### src/design/pel_regs.vh
// register offsets, field layouts and event tables of the error mask/log bank
`ifndef PEL_REGS_VH
`define PEL_REGS_VH

// ********************************************************************
// register byte offsets
// ********************************************************************
`define PEL_OFS_STEER    12'h144
`define PEL_OFS_UNC_MSK  12'h148
`define PEL_OFS_COR_MSK  12'h14c
`define PEL_OFS_RP_MSK   12'h150
`define PEL_OFS_FST_FAT  12'h154
`define PEL_OFS_FST_NFC  12'h158
`define PEL_OFS_NXT_FAT  12'h15c

// ********************************************************************
// writable / implemented bits and reset values
// ********************************************************************
`define PEL_UNC_WMASK    32'h0017_f031
`define PEL_UNC_HOST_BIT 32'h0020_0000
`define PEL_COR_WMASK    32'h0000_31c1
`define PEL_COR_ADV_BIT  5'h0d
`define PEL_RP_WMASK     32'h0000_0007
`define PEL_STEER_WMASK  32'h0000_00ff
`define PEL_FAT_LOGMASK  32'h0000_1fff
`define PEL_NFC_LOGMASK  32'h0003_ff35
`define PEL_MASK_RST     32'h0000_0000
`define PEL_STEER_RST    8'h00
`define PEL_LOG_RST      32'h0000_0000

// ********************************************************************
// steering fields and codes
// ********************************************************************
`define PEL_STEER_FAT_LSB 3'h6
`define PEL_STEER_NF_LSB  3'h4
`define PEL_STEER_COR_LSB 3'h2
`define PEL_STEER_MCHK    2'h3

// ********************************************************************
// per event tables, event 19 leftmost, event 0 rightmost
// ********************************************************************
`define PEL_NUM_EVT 20
// mask bit: 0..31 uncorrectable, 32..63 correctable, 64..95 root message
`define PEL_MSK_POS {7'h05,7'h15,7'h40,7'h2c,7'h28,7'h27,7'h26,7'h20,\
7'h41,7'h11,7'h12,7'h10,7'h0f,7'h0e,7'h0d,7'h0c,7'h00,7'h14,7'h42,7'h04}
// first/next fatal log bit, 5'h1f means not logged
`define PEL_FAT_POS {5'h0c,5'h0b,5'h1f,5'h1f,5'h1f,5'h1f,5'h1f,5'h1f,\
5'h1f,5'h09,5'h0a,5'h08,5'h07,5'h06,5'h05,5'h04,5'h03,5'h02,5'h01,5'h00}
// non-fatal/correctable log bit, 5'h1f means not logged
`define PEL_NFC_POS {5'h11,5'h1f,5'h10,5'h0f,5'h0e,5'h0d,5'h0c,5'h0b,\
5'h0a,5'h09,5'h08,5'h1f,5'h1f,5'h05,5'h04,5'h1f,5'h02,5'h1f,5'h1f,5'h00}
// class: 0 severity selected, 1 fatal, 2 non-fatal, 3 correctable
`define PEL_CLASS {2'h0,2'h0,2'h3,2'h3,2'h3,2'h3,2'h3,2'h3,2'h2,2'h0,\
2'h0,2'h0,2'h0,2'h0,2'h0,2'h0,2'h0,2'h0,2'h1,2'h0}
`define PEL_CLS_SEV   2'h0
`define PEL_CLS_FAT   2'h1
`define PEL_CLS_COR   2'h3
`define PEL_POS_NONE  5'h1f
`define PEL_EVT_HRST  5'h12

`endif

### src/design/pel_top.v
// per-port error detect masks, first/next error logs and report steering
`timescale 1ns/1ps
`default_nettype none
`include "pel_regs.vh"

// Contract
// RULE1: a masked uncorrectable error is neither reported nor logged anywhere.
// RULE2: uncorrectable mask bits 20,18,17,16,15,14,13,12 cover transaction errors.
// RULE3: uncorrectable mask bits 5,4,0 cover link down, link protocol, training.
// RULE4: port-0 variant adds bit 21 for host reset timeout; else reserved.
// RULE5: correctable mask bits 13,12,8,7,6,0; all detected unless masked.
// RULE6: root message mask bits 2 fatal, 1 uncorrectable, 0 correctable.
// RULE7: first-fatal log captures only while empty, then locks.
// RULE8: first non-fatal/correctable log locks after its first capture.
// RULE9: later fatal errors go to the next-fatal log.
// RULE10: next-fatal log is written only while first-fatal holds bits.
// RULE11: severity input sorts uncorrectable errors into fatal or non-fatal.
// RULE12: first-fatal bits 12 down to 4 as laid out in the table.
// RULE13: first-fatal bits 3 training, 2 UR, 1 fatal message, 0 link.
// RULE14: next-fatal log uses the first-fatal bit layout.
// RULE15: non-fatal/correctable log bits 17 down to 10 per table.
// RULE16: non-fatal/correctable bits 9,8,5,4,2,0; bits 7,6,3,1 stay zero.
// RULE17: advisory non-fatal errors are kept out of the non-fatal log.
// RULE18: advisory errors still reach the steered report outputs.
// RULE19: software uses link training status, not the training bits.
// RULE20: 2-bit steering: 00,01,10 error pins, 11 machine check.
// RULE21: logs clear on cold reset or write-one, survive warm reset.
module pel_top #(
  parameter HOST_PORT = 0,
  parameter AW        = 12
) (
  input  wire          CLK_SYS,
  input  wire          ARST_N,
  input  wire          WARM_RST_N,
  input  wire [AW-1:0] AVS_ADDRESS,
  input  wire          AVS_READ,
  input  wire          AVS_WRITE,
  input  wire [31:0]   AVS_WRITEDATA,
  input  wire [3:0]    AVS_BYTEENABLE,
  output reg  [31:0]   AVS_READDATA,
  output wire          AVS_WAITREQUEST,
  input  wire [19:0]   ERR_EVT,
  input  wire          ADV_NF_EVT,
  input  wire [19:0]   UNCORRECTABLE_SEVERITY_SELECT,
  output reg  [2:0]    ERR_PIN,
  output reg           MACHINE_CHECK_OUTPUT
);

  localparam N = `PEL_NUM_EVT;
  localparam [7*N-1:0] MSK_POS = `PEL_MSK_POS;
  localparam [5*N-1:0] FAT_POS = `PEL_FAT_POS;
  localparam [5*N-1:0] NFC_POS = `PEL_NFC_POS;
  localparam [2*N-1:0] CLS_TAB = `PEL_CLASS;
  // reset timeout mask bit exists only on the host-interface port
  localparam [31:0] UNC_WMASK = (HOST_PORT != 0) ?
    (`PEL_UNC_WMASK | `PEL_UNC_HOST_BIT) : `PEL_UNC_WMASK;

  // ********************************************************************
  // warm reset synchroniser
  // ********************************************************************
  reg warm_meta_reg;
  reg warm_sync_reg;

  always @(posedge CLK_SYS or negedge ARST_N) begin
    if (!ARST_N) begin
      warm_meta_reg <= 1'b0;
      warm_sync_reg <= 1'b0;
    end else begin
      warm_meta_reg <= WARM_RST_N;
      warm_sync_reg <= warm_meta_reg;
    end
  end

  wire warm_rst;
  assign warm_rst = ~warm_sync_reg;

  // ********************************************************************
  // bus slave: one wait state, then the access completes
  // ********************************************************************
  reg         ack_reg;
  wire        req;
  wire        acc;
  wire        wr_acc;
  wire [31:0] be_mask;
  wire [31:0] wdata_be;
  wire [31:0] steer_wd;

  assign req             = AVS_READ | AVS_WRITE;
  assign AVS_WAITREQUEST = req & ~ack_reg;
  assign acc             = req & ack_reg;
  assign wr_acc          = AVS_WRITE & ack_reg;
  assign be_mask = {{8{AVS_BYTEENABLE[3]}}, {8{AVS_BYTEENABLE[2]}},
                    {8{AVS_BYTEENABLE[1]}}, {8{AVS_BYTEENABLE[0]}}};
  assign wdata_be = AVS_WRITEDATA & be_mask;
  assign steer_wd = AVS_WRITEDATA & `PEL_STEER_WMASK;

  always @(posedge CLK_SYS or negedge ARST_N) begin
    if (!ARST_N) begin
      ack_reg <= 1'b0;
    end else begin
      ack_reg <= req & ~ack_reg;
    end
  end

  // zero-extend first so any address width slices cleanly to 12 bits
  wire [AW+11:0] addr_ext;
  wire [11:0]    addr_w;
  assign addr_ext = {12'h000, AVS_ADDRESS};
  assign addr_w   = addr_ext[11:0] & 12'hffc;

  wire hit_steer;
  wire hit_unc;
  wire hit_cor;
  wire hit_rp;
  wire hit_ffat;
  wire hit_fnfc;
  wire hit_nfat;

  assign hit_steer = (addr_w == `PEL_OFS_STEER);
  assign hit_unc   = (addr_w == `PEL_OFS_UNC_MSK);
  assign hit_cor   = (addr_w == `PEL_OFS_COR_MSK);
  assign hit_rp    = (addr_w == `PEL_OFS_RP_MSK);
  assign hit_ffat  = (addr_w == `PEL_OFS_FST_FAT);
  assign hit_fnfc  = (addr_w == `PEL_OFS_FST_NFC);
  assign hit_nfat  = (addr_w == `PEL_OFS_NXT_FAT);

  // ********************************************************************
  // mask and steering registers, cleared by cold or warm reset
  // ********************************************************************
  reg [31:0] unc_mask_reg;
  reg [31:0] cor_mask_reg;
  reg [31:0] rp_mask_reg;
  reg [7:0]  steer_reg;

  always @(posedge CLK_SYS or negedge ARST_N) begin
    if (!ARST_N) begin
      unc_mask_reg <= `PEL_MASK_RST;
      cor_mask_reg <= `PEL_MASK_RST;
      rp_mask_reg  <= `PEL_MASK_RST;
      steer_reg    <= `PEL_STEER_RST;
    end else if (warm_rst) begin
      unc_mask_reg <= `PEL_MASK_RST;
      cor_mask_reg <= `PEL_MASK_RST;
      rp_mask_reg  <= `PEL_MASK_RST;
      steer_reg    <= `PEL_STEER_RST;
    end else if (wr_acc) begin
      if (hit_unc) begin
        unc_mask_reg <= ((unc_mask_reg & ~be_mask) | wdata_be)
                        & UNC_WMASK; // RULE2 RULE3 RULE4
      end
      if (hit_cor) begin
        cor_mask_reg <= ((cor_mask_reg & ~be_mask) | wdata_be)
                        & `PEL_COR_WMASK; // RULE5
      end
      if (hit_rp) begin
        rp_mask_reg <= ((rp_mask_reg & ~be_mask) | wdata_be)
                       & `PEL_RP_WMASK; // RULE6
      end
      if (hit_steer && AVS_BYTEENABLE[0]) begin
        steer_reg <= steer_wd[7:0];
      end
    end
  end

  // ********************************************************************
  // per event qualification
  // ********************************************************************
  wire [127:0] mask_all;
  wire [N-1:0] evt_hit;
  wire [N-1:0] evt_fat;
  wire [N-1:0] evt_cor;

  assign mask_all = {32'h0000_0000, rp_mask_reg, cor_mask_reg, unc_mask_reg};

  genvar gi;
  generate
    for (gi = 0; gi < N; gi = gi + 1) begin : g_evt
      wire [6:0] mpos;
      wire [1:0] cls;
      wire       present;
      assign mpos = MSK_POS[7*gi +: 7];
      assign cls  = CLS_TAB[2*gi +: 2];
      // the reset timeout only exists on the host-interface port
      assign present = (gi != `PEL_EVT_HRST) || (HOST_PORT != 0);
      // masked errors stop here, before reporting and logging
      assign evt_hit[gi] = ERR_EVT[gi] & ~mask_all[mpos] & present; // RULE1
      assign evt_fat[gi] = (cls == `PEL_CLS_FAT) ||
        ((cls == `PEL_CLS_SEV) && UNCORRECTABLE_SEVERITY_SELECT[gi]); // RULE11
      assign evt_cor[gi] = (cls == `PEL_CLS_COR);
    end
  endgenerate

  // ********************************************************************
  // scatter events onto the log layouts
  // ********************************************************************
  reg [31:0] fat_set;
  reg [31:0] nfc_set;
  reg [4:0]  fpos;
  reg [4:0]  npos;
  integer    i;

  always @* begin
    fat_set = 32'h0000_0000;
    nfc_set = 32'h0000_0000;
    fpos    = 5'h00;
    npos    = 5'h00;
    for (i = 0; i < N; i = i + 1) begin
      fpos = FAT_POS[5*i +: 5];
      npos = NFC_POS[5*i +: 5];
      if (evt_hit[i] && evt_fat[i] && (fpos != `PEL_POS_NONE)) begin
        fat_set[fpos] = 1'b1; // RULE12 RULE13 RULE14
      end
      // advisory errors carry no non-fatal position and are skipped
      if (evt_hit[i] && !evt_fat[i] && (npos != `PEL_POS_NONE)) begin
        nfc_set[npos] = 1'b1; // RULE15 RULE16 RULE17
      end
    end
  end

  // ********************************************************************
  // first and next logs
  // ********************************************************************
  wire [31:0] fst_fat;
  wire [31:0] fst_nfc;
  wire [31:0] nxt_fat;
  wire        fst_fat_empty;
  wire        fst_nfc_empty;

  assign fst_fat_empty = ~|fst_fat;
  assign fst_nfc_empty = ~|fst_nfc;

  pel_errlog #(
    .W     (32),
    .LMASK (`PEL_FAT_LOGMASK)
  ) u_fst_fat (
    .clk      (CLK_SYS),
    .arst_n   (ARST_N),
    .cap_en   (fst_fat_empty), // RULE7
    .set_vec  (fat_set),
    .clr_we   (wr_acc & hit_ffat),
    .clr_data (wdata_be),
    .log_reg  (fst_fat)
  );

  pel_errlog #(
    .W     (32),
    .LMASK (`PEL_FAT_LOGMASK)
  ) u_nxt_fat (
    .clk      (CLK_SYS),
    .arst_n   (ARST_N),
    .cap_en   (~fst_fat_empty), // RULE9 RULE10
    .set_vec  (fat_set),
    .clr_we   (wr_acc & hit_nfat),
    .clr_data (wdata_be),
    .log_reg  (nxt_fat)
  );

  pel_errlog #(
    .W     (32),
    .LMASK (`PEL_NFC_LOGMASK)
  ) u_fst_nfc (
    .clk      (CLK_SYS),
    .arst_n   (ARST_N),
    .cap_en   (fst_nfc_empty), // RULE8
    .set_vec  (nfc_set),
    .clr_we   (wr_acc & hit_fnfc),
    .clr_data (wdata_be),
    .log_reg  (fst_nfc)
  );

  // ********************************************************************
  // read data, registered one cycle before the access completes
  // ********************************************************************
  reg [31:0] rd_mux;

  always @* begin
    rd_mux = 32'h0000_0000;
    if (hit_steer) begin
      rd_mux = {24'h00_0000, steer_reg};
    end else if (hit_unc) begin
      rd_mux = unc_mask_reg;
    end else if (hit_cor) begin
      rd_mux = cor_mask_reg;
    end else if (hit_rp) begin
      rd_mux = rp_mask_reg;
    end else if (hit_ffat) begin
      rd_mux = fst_fat;
    end else if (hit_fnfc) begin
      rd_mux = fst_nfc;
    end else if (hit_nfat) begin
      rd_mux = nxt_fat;
    end
  end

  always @(posedge CLK_SYS or negedge ARST_N) begin
    if (!ARST_N) begin
      AVS_READDATA <= 32'h0000_0000;
    end else if (AVS_READ && !ack_reg) begin
      AVS_READDATA <= rd_mux;
    end
  end

  // ********************************************************************
  // report steering
  // ********************************************************************
  wire       rep_fat;
  wire       rep_nf;
  wire       rep_cor;
  wire       adv_hit;
  reg  [3:0] route;
  reg  [1:0] code;

  // advisory errors are reported even where the log ignores them
  assign adv_hit = ADV_NF_EVT & ~cor_mask_reg[`PEL_COR_ADV_BIT];
  assign rep_fat = |(evt_hit & evt_fat); // RULE18
  assign rep_nf  = |(evt_hit & ~evt_fat & ~evt_cor); // RULE18
  assign rep_cor = |(evt_hit & evt_cor) | adv_hit;

  always @* begin
    route = 4'h0;
    code  = steer_reg[`PEL_STEER_FAT_LSB +: 2];
    if (rep_fat) begin
      route[code] = 1'b1; // RULE20
    end
    code = steer_reg[`PEL_STEER_NF_LSB +: 2];
    if (rep_nf) begin
      route[code] = 1'b1; // RULE20
    end
    code = steer_reg[`PEL_STEER_COR_LSB +: 2];
    if (rep_cor) begin
      route[code] = 1'b1; // RULE20
    end
  end

  always @(posedge CLK_SYS or negedge ARST_N) begin
    if (!ARST_N) begin
      ERR_PIN              <= 3'h0;
      MACHINE_CHECK_OUTPUT <= 1'b0;
    end else begin
      ERR_PIN              <= route[2:0];
      MACHINE_CHECK_OUTPUT <= route[`PEL_STEER_MCHK];
    end
  end

endmodule

`default_nettype wire

### src/design/pel_errlog.v
// sticky error log word with capture enable and write-one-to-clear
`timescale 1ns/1ps
`default_nettype none

module pel_errlog #(
  parameter        W     = 32,
  parameter [31:0] LMASK = 32'hffff_ffff
) (
  input  wire         clk,
  input  wire         arst_n,
  input  wire         cap_en,
  input  wire [W-1:0] set_vec,
  input  wire         clr_we,
  input  wire [W-1:0] clr_data,
  output reg  [W-1:0] log_reg
);

  wire [W-1:0] clr_bits;
  wire [W-1:0] set_bits;
  wire [W-1:0] log_next;

  assign clr_bits = clr_we ? clr_data : {W{1'b0}};
  assign set_bits = cap_en ? set_vec : {W{1'b0}};
  // set beats a same-cycle clear so no event is lost
  assign log_next = ((log_reg & ~clr_bits) | set_bits) & LMASK[W-1:0];

  // ********************************************************************
  // cold reset only: warm reset leaves the log untouched
  // ********************************************************************
  always @(posedge clk or negedge arst_n) begin
    if (!arst_n) begin
      log_reg <= {W{1'b0}}; // RULE21
    end else begin
      log_reg <= log_next; // RULE21
    end
  end

endmodule

`default_nettype wire

### config.mk
export PLATFORM = sky130hd
export DESIGN_NAME = pel_top
export DESIGN_NICKNAME = d
export VERILOG_FILES = /design/src/design/pel_top.v /design/src/design/pel_errlog.v
export VERILOG_INCLUDE_DIRS = /design/src /design/src/design
export SDC_FILE = /design/constraint.sdc
export NUM_CORES = 1
export LEC_CHECK = 0
export ABC_CLOCK_PERIOD_IN_PS = 2250
export BUFFER_PORTS_ARGS = -buffer_cell sky130_fd_sc_hd__buf_2
export CORE_MARGIN = 3
export CORE_UTILIZATION = 25
export CTS_CLUSTER_SIZE = 14
export DETAILED_ROUTE_END_ITERATION = 16
export PLACE_DENSITY = 0.44
export REMOVE_ABC_BUFFERS = 1
export SLEW_MARGIN = 10
export SYNTH_ARGS = -nofsm -noshare
export SYNTH_HDL_FRONTEND = slang
export SYNTH_SLANG_ARGS = --single-unit
### constraint.sdc
create_clock -name CLK_SYS -period 2.25 [get_ports CLK_SYS]
set_clock_uncertainty 0.1 [all_clocks]
set_input_delay 0.675 -clock CLK_SYS [delete_from_list [all_inputs] [get_ports CLK_SYS]]
set_output_delay 0.675 -clock CLK_SYS [all_outputs]
set_load 0.005 [all_outputs]
==> results.py <==
metrics = {
    "outcome": {
        "status": "completed",
    },
    "logic_synthesis": {
        "synth.top_cell.area_share_pct": 47.5,
        "ys_async_sr_fraction_pct": 100,
        "postSynthAreaPerCell_um2": 10.1,
        "synth-simple-area-share_pct": 22.8,
        "synth_area_leader_cell": "dfrtp_1",
        "netlist_area_um2": 5010,
        "ys_seq_area_share_pct": 47.5,
        "synth_top_family_by_area": "simple AND/OR/NAND/NOR gates",
        "synth_area_leaders": "dfrtp_1, o21ai_0, mux2i_1",
        "muxShareOfSynthArea_pct": 8.35,
        "synthFlopType": "dfrtp_1",
        "netlist-cell-type-count": 51,
        "synth_fa_ha_area_share_pct": 0,
        "synthXorXnorAreaFrac_pct": 0,
        "netlist_instances": 497,
        "ys_warn_count": 0,
        "synth-edff-count": 0,
        "ys_seq_elements": 95,
        "synth-compound-area-share_pct": 16.2,
    },
    "final_layout": {
        "seqCellArea_um2": 2380,
        "syn_to_final_growth_pct": 30.5,
        "multi_input_area_um2": 2430,
        "instances_no_fill": 913,
        "fin_nets": 737,
        "largest_reg_flops": 20,
        "drive_gt1_share_pct": 31.8,
        "fillers": 2045,
        "antenna_cells": 0,
    },
    "power_and_ir_drop": {
        "leakage_uw": 0.00289,
        "ir_worst_vdd_v": 0.000371,
        "powerDensity_nw_per_um2": 593,
    },
    "routing": {
        "post_drt_wl_per_cell_um": 20.9,
        "dr_total_vias": 4580,
        "dr.first_iter.drc_count": 366,
        "viasPerCell": 5.02,
        "drtPass1Iterations": 5,
        "wl_um": 19100,
        "postRouteAntennaNets": 0,
        "drc_errors": 0,
    },
    "worst_setup_path": {
        "timing.rr.end": "ERR_PIN[1]$_DFF_PN0_",
        "crit_required_ps": 2380,
        "cpPeakStageDelay_ps": 530,
        "reg2reg_from": "unc_mask_reg[13]$_DFFE_PN0P_",
        "worstPathCellList": "buf_2 > or4b_4 > or4_1 > buf_4 > o21ai_0 > o41ai_1",
        "path_delay_family": "simple AND/OR/NAND/NOR gates",
        "worstPathMaxFanout": 9,
        "crit_arrival_ps": 2320,
        "worstSetupEndpointType": "register",
        "worstSetupStartpointType": "primary input",
        "reg2reg_slack_ps": 330,
        "critical_path_class": "in2reg",
        "crit_buf_inv": 2,
        "worstRegToRegCells": 4,
        "critPathSlowestCell": "or4b_4",
    },
    "worst_hold_path": {
        "hold_depth": 0,
        "hp-class": "reg2reg",
        "hold_end": "warm_sync_reg$_DFF_PN0_",
        "hold_start": "warm_meta_reg$_DFF_PN0_",
    },
    "global_route": {
        "antenna_found_initial": 0,
        "grt_max_degree": 96,
        "grt_overflow": 0,
        "grt_pass1_wl_um": 29200,
        "first_global_vias": 4678,
        "grt.total_usage_pct": 17.9,
    },
    "clock_tree": {
        "cts.sinks": 95,
        "cts_made_buffers": 9,
        "clockBufferDepth": 2,
        "cts_tree": "done",
        "path_clk_slew_ps": 70,
        "cts-hold-fix-buffers": 0,
        "clk_latency_ps": 350,
        "htreeDepth": 3,
        "cts_setup_buffers": 0,
        "cts_root_buf": "clkbuf_16",
    },
    "sta": {
        "fin_crit_sh_pct": 97.2,
        "tightest_slew_ps": 547,
        "period_minus_slack_ps": 2190,
        "max-slew-margin-rel_pct": 63.5,
        "hold_viol": 0,
        "setup_tns_ps": 0,
        "fmax_mhz": 457,
        "slew_violations": 0,
        "setup_viol": 0,
        "rsz0062_at_grt": "false",
    },
    "place": {
        "io_buffers": 93,
        "dp.cells": 897,
        "gp_congestion": 0.869,
        "post-dp-hpwl_um": 14700,
    },
    "die": {
        "start_util_pct": 25.6,
        "core_um2": 19600,
        "ios": 131,
        "dieArea_um2": 21800,
        "fp-row-count": 51,
        "die_h_um": 148,
        "die_w_um": 148,
    },
    "job": {
        "drv_cap": 0,
    },
}
layout by cell type (no fill, tap or decap), types with 7 or more instances in the layout:
cell and instances:
nand3b_1 11, nand2b_1 12, a21oi_1 7, conb_1 12, and3_1 8, inv_1 11
nand2_1 43, or3b_2 7, mux2_2 10, o311ai_0 8, nor4_1 7, nor2_1 12
nand3_1 27, clkbuf_16 9, o2bb2ai_1 13, nand4_1 17, mux2i_1 26, o21ai_0 55
nor2b_1 16, buf_2 92, dfrtp_1 95, buf_4 69
layer usage:
metal / up-vias / global-route usage (%) / share of wire (%)
met5: - / 0 / 0
met4: 0 / 5.87 / 2.1
met3: 23 / 3.56 / 5.7
met2: 159 / 27.9 / 47
met1: 2270 / 24.9 / 45
li1: 2128 / - / -
report_power, final:
group          switching, uW  internal, uW
clock network            681           808
logic                    318           219
registers               66.0          1780
logic make-up (layout without fill, tap and decap cells):
logic type	after synthesis	in the layout
AOI/OAI and AO/OA	120	120
buffers and inverters	53	193
DFF	95	95
muxes	38	38
other	1	12
and+or+nand+nor	190	190
per-stage QoR:
step | power [uW] | cell area [um^2] | worst slack [ps] | util [%] | hold WS [ps]
2_1_floorplan | 2070 | 4840 | -406 | - | 231
3_3_place_gp | 2410 | 6250 | -313 | 31.9 | 233
3_5_place_dp | 2420 | 6250 | -370 | 31.9 | 235
4_1_cts | 3910 | 6530 | 5.51 | 33.3 | 250
5_1_grt | 4050 | 6530 | 6.71 | 33.4 | 261
6_report | 3880 | 6530 | 63.5 | 33.4 | 249
worst max-delay path by stage:
stage	start	endpoint	cells past startpoint
floorplan	AVS_ADDRESS[7]	AVS_READDATA[4]$_DFFE_PN0P_	4
global placement	AVS_ADDRESS[3]	u_fst_nfc.log_reg[0]$_DFF_PN0_	6
detailed placement	AVS_ADDRESS[3]	u_fst_nfc.log_reg[0]$_DFF_PN0_	6
CTS	AVS_ADDRESS[3]	u_fst_nfc.log_reg[0]$_DFF_PN0_	6
global route	AVS_ADDRESS[3]	u_fst_nfc.log_reg[5]$_DFF_PN0_	6
finish	AVS_ADDRESS[3]	u_fst_nfc.log_reg[0]$_DFF_PN0_	6
cell usage after synthesis (11+ instances only):
cell type	instances
o2bb2ai_1	13
o21ai_0	55
nor2b_1	16
inv_1	11
clkbuf_1	22
nor2_1	12
nand3b_1	11
nand2_1	43
dfrtp_1	95
nand4_1	17
nand3_1	27
mux2i_1	26
buf_4	13
nand2b_1	12
cell type report:
cell class / count / share of cell area (%)
sequential: 95 / 36.4
tap: 265 / 5.07
clock buffer: 13 / 3.98
clock inverter: 3 / 0.268
inverter: 11 / 0.632
timing repair buffer: 166 / 16.5
multi-input combinational: 360 / 37.2
timing repair:
item,in CTS,in global routing
endpoints found under the setup margin,1,18
gates cloned,0,0
gates resized for setup,1,2
hold endpoints to repair,0,0
pin swaps,0,0
Note: power is estimated with default switching activity, not from simulation.
